`src/inc/scp_pkg.sv`:
```
// Package with opcodes, field layouts, states and carriers of the decode block.
package scp_pkg;

	localparam int          WORD_W       = 10;
	localparam int          NIB_W        = 4;
	localparam int          PORT_W       = 4;
	localparam int          IDX_W        = 2;
	localparam int          IMM_LSB      = 0;
	localparam int          OPERAND_LSB  = 4;
	localparam int          OPERAND_MSB  = 9;
	localparam logic [9:0]  OP_SET_PORT  = 10'h015;
	localparam logic [9:0]  OP_CMP_FIRST = 10'h025;
	localparam logic [5:0]  OP_CMP_OPND  = 6'h07;
	localparam logic [3:0]  IDX_LIMIT    = 4'h3;
	localparam logic [3:0]  PORT_RESET   = 4'h0;
	localparam int          CMP_WORDS    = 2;

	typedef enum logic [1:0] {
		ST_EXEC         = 2'b00,
		ST_OPERAND      = 2'b01,
		ST_SKIP         = 2'b10,
		ST_SKIP_OPERAND = 2'b11
	} scp_state_type;

	typedef struct packed {
		logic        valid;
		logic [9:0]  word;
	} scp_fetch_type;

	typedef struct packed {
		logic        setEn;
		logic [1:0]  bitSel;
	} scp_port_set_type;

endpackage
```
`src/hw/scp_port_d_reg.sv`:
```
// Port D output register with single-bit set by index.
`timescale 1ns/1ns
module scp_port_d_reg (
	input  wire logic                       core_clk,
	input  wire logic                       nrst,
	input  wire scp_pkg::scp_port_set_type  setReq,
	output logic [scp_pkg::PORT_W-1:0]      portD
);

	logic [scp_pkg::PORT_W-1:0] portD_q;
	logic [scp_pkg::PORT_W-1:0] portD_d;
	logic [scp_pkg::PORT_W-1:0] bitMask;

	assign bitMask = scp_pkg::PORT_W'(1) << setReq.bitSel;
	assign portD_d = setReq.setEn ? (portD_q | bitMask) : portD_q;
	assign portD   = portD_q;

	always_ff @(posedge core_clk) begin
		if (!nrst) begin
			portD_q <= scp_pkg::PORT_RESET;
		end else begin
			portD_q <= portD_d;
		end
	end

endmodule // scp_port_d_reg

```
`src/hw/scp_skip_compare_decode.sv`:
```
// Decoder and executor for indexed port set and compare-immediate skip.
// Overview of operation
// - Indexed set drives one chosen port D bit.
// - Index above three makes instruction a no-op.
// - Compare is fixed first word plus operand.
// - Compare consumes two words before completing.
// - Equal values skip the following instruction.
// - Unequal continues normally; only cmpEqual_q and cmpDone_q change.
`timescale 1ns/1ns
module scp_skip_compare_decode (
	input  wire logic                     core_clk,
	input  wire logic                     nrst,
	input  wire scp_pkg::scp_fetch_type   fetch,
	input  wire logic [3:0]               accVal,
	input  wire logic [3:0]               idxVal,
	output logic [scp_pkg::PORT_W-1:0]    portD,
	output logic                          pcStep,
	output logic                          skipping,
	output logic                          cmpEqual_q,
	output logic                          cmpDone_q
);

	////////////////////////////////////////////////////////////////////////////
	// Decoding.

	scp_pkg::scp_state_type state_q;
	scp_pkg::scp_state_type state_d;
	scp_pkg::scp_port_set_type setReq;

	logic       cmpEqual_d;
	logic       cmpDone_d;
	logic       inExec;
	logic       isSetPort;
	logic       idxInRange;
	logic       isCmpFirst;
	logic       operandTake;
	logic       immEqual;
	logic [3:0] immVal;

	// Matches the fixed first word of the compare instruction.
	function automatic logic cmpFirstMatch(input logic [9:0] w);
		cmpFirstMatch = (w == scp_pkg::OP_CMP_FIRST);
	endfunction

	// Reports whether an index selects one of the port bits.
	function automatic logic indexValid(input logic [3:0] idx);
		indexValid = (idx <= scp_pkg::IDX_LIMIT);
	endfunction

	assign inExec      = fetch.valid && (state_q == scp_pkg::ST_EXEC);
	assign isSetPort   = inExec && (fetch.word == scp_pkg::OP_SET_PORT);
	assign idxInRange  = indexValid(idxVal);
	assign isCmpFirst  = inExec && cmpFirstMatch(fetch.word);
	assign operandTake = fetch.valid && (state_q == scp_pkg::ST_OPERAND);
	assign immVal      = fetch.word[scp_pkg::IMM_LSB +: scp_pkg::NIB_W];
	assign immEqual    = (accVal == immVal);

	////////////////////////////////////////////////////////////////////////////
	// Port D execution.

	assign setReq.setEn  = isSetPort && idxInRange;
	assign setReq.bitSel = idxVal[scp_pkg::IDX_W-1:0];

	scp_port_d_reg uPortD (
		.core_clk (core_clk),
		.nrst     (nrst),
		.setReq   (setReq),
		.portD    (portD)
	);

	////////////////////////////////////////////////////////////////////////////
	// Sequencing.

	assign pcStep   = fetch.valid;
	assign skipping = (state_q == scp_pkg::ST_SKIP) || (state_q == scp_pkg::ST_SKIP_OPERAND);

	always_comb begin
		state_d = state_q;
		unique case (state_q)
			scp_pkg::ST_EXEC: begin
				if (isCmpFirst) begin
					state_d = scp_pkg::ST_OPERAND;
				end
			end
			scp_pkg::ST_OPERAND: begin
				if (fetch.valid) begin
					state_d = immEqual ? scp_pkg::ST_SKIP : scp_pkg::ST_EXEC;
				end
			end
			scp_pkg::ST_SKIP: begin
				if (fetch.valid) begin
					state_d = cmpFirstMatch(fetch.word) ? scp_pkg::ST_SKIP_OPERAND
						: scp_pkg::ST_EXEC;
				end
			end
			scp_pkg::ST_SKIP_OPERAND: begin
				if (fetch.valid) begin
					state_d = scp_pkg::ST_EXEC;
				end
			end
		endcase
	end

	assign cmpDone_d  = operandTake;
	assign cmpEqual_d = operandTake ? immEqual : cmpEqual_q;

	always_ff @(posedge core_clk) begin
		if (!nrst) begin
			state_q    <= scp_pkg::ST_EXEC;
			cmpEqual_q <= 1'b0;
			cmpDone_q  <= 1'b0;
		end else begin
			state_q    <= state_d;
			cmpEqual_q <= cmpEqual_d;
			cmpDone_q  <= cmpDone_d;
		end
	end
endmodule // scp_skip_compare_decode

```
`config.mk`:
```
export PLATFORM = sky130hd
export DESIGN_NAME = scp_skip_compare_decode
export DESIGN_NICKNAME = d
export VERILOG_FILES = /design/src/inc/scp_pkg.sv /design/src/hw/scp_port_d_reg.sv /design/src/hw/scp_skip_compare_decode.sv
export SDC_FILE = /design/constraint.sdc
export NUM_CORES = 1
export LEC_CHECK = 0
export BUFFER_PORTS_ARGS = -buffer_cell sky130_fd_sc_hd__buf_2
export CORE_AREA = 2 2 39 41
export DETAILED_ROUTE_END_ITERATION = 12
export DIE_AREA = 0 0 41 43
export REMOVE_ABC_BUFFERS = 1
export SYNTH_ARGS = -nofsm -noshare
export SYNTH_HDL_FRONTEND = slang
export SYNTH_SLANG_ARGS = --single-unit
```
`constraint.sdc`:
```
create_clock -name core_clk -period 1.85 [get_ports core_clk]
set_clock_uncertainty 0.15 [all_clocks]
set_input_delay 0.2775 -clock core_clk [delete_from_list [all_inputs] [get_ports core_clk]]
set_output_delay 0.2775 -clock core_clk [all_outputs]
set_load 0.02 [all_outputs]
```
## Yosys cells after proc, flatten, opt, wreduce, memory -nomap -nowiden

Index checks and enable logic that the tools add are counted.

- Input port bits: 21
- Flip-flop bits (word level): 8
- Output and inout port bits: 8

- Bitwise operators: 1
- Mux-type cells: 7
- Shift-type cells: 1
- Reduce and logical (&&, ||, !) cells: 8
- Magnitude comparators: 1
- Eq/ne operators: 10

Operators with widths:

| kind | count |
|---|---|
| 2-to-1 mux 2 bit | 6 |
| == test 10 x 5 -> 1 bit, second input constant | 1 |
| == test 10 x 6 -> 1 bit, second input constant | 1 |
| inequality test 2 bit, second input constant | 4 |
| one-hot mux 2 bit (4 select lines) | 1 |
| logical AND 1 bit | 5 |
| == test 2 bit, second input constant | 2 |
| == test 4 bit | 1 |
| <= comparator 4 x 2 -> 1 bit, second input constant | 1 |
| OR 4 bit | 1 |
| AND reduction 4 bit | 1 |
| left shift 1 x 2 -> 4 bit, first input constant | 1 |
| == test 2 x 1 -> 1 bit, second input constant | 1 |
| zero test 2 bit | 1 |
| logical OR 1 bit | 1 |

## Longest topological paths before layout

- Word-level depth: 5
- Depth in mapped cells: 4

## Cells and area by module

Synthesis repeated with hierarchy kept, for this count alone.

- Cell total of the unflattened synthesis: 46
- Area total of the unflattened synthesis: 401.6 µm²

Modules (own cells, without submodules):

| module | seq. area each (µm²) | cells an instance | instances | area an instance (µm²) |
|---|---|---|---|---|
| scp_skip_compare_decode | 80.1 | 30 | 1 | 266.5 |
| scp_port_d_reg | 80.1 | 16 | 1 | 135.1 |

## Least setup slack after synthesis

Ideal clock, no wire load.

- Kind: input -> register
- Start point: input port fetch[7] in the netlist's numbering
- End point: register uPortD.portD_q, in the netlist uPortD.portD[0]
- Data required time: 1642 ps
- Stages on the path: 4
- Path buffers: 0
- Data arrival time: 1273 ps
- Path slack: 369 ps
- Setup time: 58 ps
- Path through: or4_4 -> nor3_1 -> and3b_1 -> a22o_2

- Longest elaborated chain between the ends: 3

RTL lines:

| what | line | source |
|---|---|---|
| start, declared | scp_skip_compare_decode.sv:13 | `input wire scp_pkg::scp_fetch_type fetch,` |
| == test 10 x 5 -> 1 bit | scp_skip_compare_decode.sv:51 | `assign isSetPort = inExec && (fetch.word == scp_pkg::OP_SET_PORT);` |
| logical AND 1 bit | scp_skip_compare_decode.sv:51 |  |
| logical AND 1 bit | scp_skip_compare_decode.sv:61 | `assign setReq.setEn = isSetPort && idxInRange;` |
| end signal, assigned | scp_port_d_reg.sv:20 | `portD_q <= scp_pkg::PORT_RESET;` |
| end signal, assigned | scp_port_d_reg.sv:22 | `portD_q <= portD_d;` |
| end, declared | scp_port_d_reg.sv:10 | `logic [scp_pkg::PORT_W-1:0] portD_q;` |

No other way between the ends.
A chain may end at the register's enable or synchronous reset.

## Worst setup path in the final report

- Start point: register state_q[1]
- End point: register uPortD.portD_q, in the netlist uPortD.portD[1]

- Longest elaborated chain between the ends: 4

RTL lines:

| what | line | source |
|---|---|---|
| start, declared | scp_skip_compare_decode.sv:26 | `scp_pkg::scp_state_type state_q;` |
| start signal, assigned | scp_skip_compare_decode.sv:109 | `state_q <= scp_pkg::ST_EXEC;` |
| start signal, assigned | scp_skip_compare_decode.sv:113 | `state_q <= state_d;` |
| zero test 2 bit | scp_skip_compare_decode.sv:50 | `assign inExec = fetch.valid && (state_q == scp_pkg::ST_EXEC);` |
| logical AND 1 bit | scp_skip_compare_decode.sv:50 |  |
| logical AND 1 bit | scp_skip_compare_decode.sv:51 |  |
| logical AND 1 bit | scp_skip_compare_decode.sv:61 |  |

No other way between the ends.

==> results.sh <==
export IMPL_vdd_drop_max_mv=0.227
export IMPL_drv_slew=0
export IMPL_synth_top_area_share_pct=40.4
export IMPL_syn_area_per_cell_sq_um=9.44
export IMPL_p_leak_nw=0.276
export IMPL_endpoint_kind="flop"
export IMPL_numPortBuffers=28
export IMPL_slowest_stage="dfxtp_1"
export IMPL_rows=14
export IMPL_root_buffer="clkbuf_4"
export IMPL_place_congestion=0.725
export IMPL_route_detailed_drc=0
export IMPL_grt_max_degree=10
export IMPL_cts_setup_buffers=0
export IMPL_grt_use_total_pct=12.4
export IMPL_worstSetupPathType="flop to flop"
export IMPL_area_growth_pct=43.2
export IMPL_path_cells="and2b_2 > and4_2 > and3b_1 > a22o_2"
export IMPL_period_minus_slack_ns=1.45
export IMPL_start_kind="flop"
export IMPL_required_ns=1.84
export IMPL_final_nets=94
export IMPL_cts_resized=0
export IMPL_reg2regPathDepth=4
export IMPL_synth_cell_type_count=25
export IMPL_maxCapViolations=0
export IMPL_yosysTopAreaCell="dfxtp_1"
export IMPL_fin_util_pct=41.0
export IMPL_yosysWarnings=0
export IMPL_nFillCells=147
export IMPL_finalHoldViolCount=0
export IMPL_cts_sinks=8
export IMPL_clkTransAtPathRegs_ns=0.06
export IMPL_die_area_sq_um=1760
export IMPL_path_max_fanout=3
export IMPL_power_density_nw_per_um2=626
export IMPL_period_share_pct=78.4
export IMPL_ys_ff_latch=8
export IMPL_holdBufCountCts=0
export IMPL_worst_slew_pin_slew_ns=0.257
export IMPL_die_h_um=43
export IMPL_setup_viol=0
export IMPL_first_pass_iters=4
export IMPL_rsz0062_at_grt="false"
export IMPL_layout_common_cells="buf_2, dfxtp_1, nand2_1, xnor2_1, clkbuf_4"
export IMPL_fmax_mhz=689
export IMPL_drtAntennaViolNets=0
export IMPL_core_sq_um=1380
export IMPL_slowest_delay_ns=0.35
export IMPL_h_tree_depth=1
export IMPL_vias=394
export IMPL_cts_tree="yes"
export IMPL_yosysSeqAreaShare_pct=40.4
export IMPL_slew_headroom_pct=82.7
export IMPL_clk_latency_ns=0.25
export IMPL_routed_wirelength_um=875
export IMPL_wl_per_cell_um=10.1
export IMPL_synth_area_sq_um=397
export IMPL_r2r_start="state_q[1]"
export IMPL_mostFrequentLayoutCell="buf_2"
export IMPL_reg2reg_slack_ns=0.40
export IMPL_grt_antenna_before_repair=0
export IMPL_regArea_sq_um=160
export IMPL_arrival_ns=1.45
export IMPL_cts_made_buffers=3
export IMPL_grt_first_pass_wirelength_mm=1.44
export IMPL_layout_drive_gt1_share_pct=52.1
export IMPL_synth_cells=42
export IMPL_dp_hpwl_um=742
export IMPL_clockBufferDepth=2
export IMPL_grt_pass1_vias=343
export IMPL_initial_core_util_pct=28.7
export IMPL_fp_dieW_um=41
export IMPL_fin_tns_setup_ns=0
export IMPL_diodes=0
export IMPL_timing_rr_end="uPortD.portD[1]"
export IMPL_grt_overflow=0
export IMPL_synth_area_leaders="dfxtp_1, xnor2_1, a22o_2"
export IMPL_hp_class="primary input to flop"
export IMPL_ios=29
export IMPL_crit_end="uPortD.portD[1]"
export IMPL_outcome="complete, no violations"
export IMPL_drt_iter0_markers=3
export IMPL_viasPerCell=4.53
export IMPL_multiInputGateArea_sq_um=218
export IMPL_critPathLaunch="state_q[1]"
[routing by layer]
layer,up-vias,global-route usage [%],share of wire (%)
met5,-,0,0
met4,0,8.00,1.9
met3,2,4.71,5.8
met2,14,16.6,46
met1,169,15.9,46
li1,209,-,-
[worst max-delay path: cells and delay by family, from the launching register on]
| family | cells | cell delay, ns |
|---|---|---|
| flops | 1 | 0.35 |
| compound gates | 1 | 0.20 |
| simple gates | 3 | 0.65 |
[cell usage after synthesis (all sizes together)]
master and number:
nand3 2, inv 2, and4 1, nand2b 1, xor2 1, nor3 2
a22o 2, and3b 1, mux2i 1, buf 1, dfxtp 8, or4 1
nor4 1, nor2b 1, o21ai 3, xnor2 3, nand4bb 1, a21boi 2
clkbuf 1, nand2 4, or3 1, and3 1, and2b 1
[power by group]
group	switching [mW]	total (mW)	leakage, nW	internal (mW)
registers	0.0000156	0.172	0.0644	0.172
logic	0.0202	0.0468	0.197	0.0266
clock network	0.0621	0.137	0.0138	0.0744
total	0.0823	0.356	0.276	0.273
[worst min path at each step]
stage	depth (start not counted)	slack (ns)	to	startpoint
final	2	0.12	uPortD.portD[1]	idxVal[0]
after global routing	2	0.11	uPortD.portD[1]	idxVal[0]
after CTS	2	0.12	uPortD.portD[1]	idxVal[0]
after detailed placement	2	0.30	uPortD.portD[3]	uPortD.portD[3]
after global placement	2	0.29	uPortD.portD[2]	uPortD.portD[2]
after floorplan	1	0.24	uPortD.portD[2]	idxVal[0]
[per-stage QoR]
step                      hold WS [ns]  area [sq um]  cells  setup WS [ns]  power, mW
after floorplan                  0.239           385     40          0.317      0.192
after global placement           0.286           546     84          0.227      0.222
after detailed placement         0.305           546     84          0.205      0.223
after CTS                        0.119           568     87          0.396      0.357
after global routing             0.110           568     87          0.339      0.378
final                            0.122           568     87          0.399      0.356
[area by class of cell]
class                   count  area share [%]
clock buffers               3            3.96
inverters                   2            1.32
multi-input cells          30            38.3
flip-flops and latches      8            28.2
well taps                  16            3.52
repair buffers             28            24.7
[sequential cells by signal, indices dropped and copies added (netlist names)]
register	flops
state_q	2
uPortD.portD	4
cmpDone_q	1
cmpEqual_q	1
[logic make-up after synthesis]
kind of cell    count (synthesis)  synth area share [%]
buf+inv                         4                  4.73
mux                             1                  2.52
simple gates                   18                  30.9
xor+xnor                        4                  8.83
flops                           8                  40.4
compound gates                  7                  12.6
Note: power is estimated with default switching activity, not from simulation.
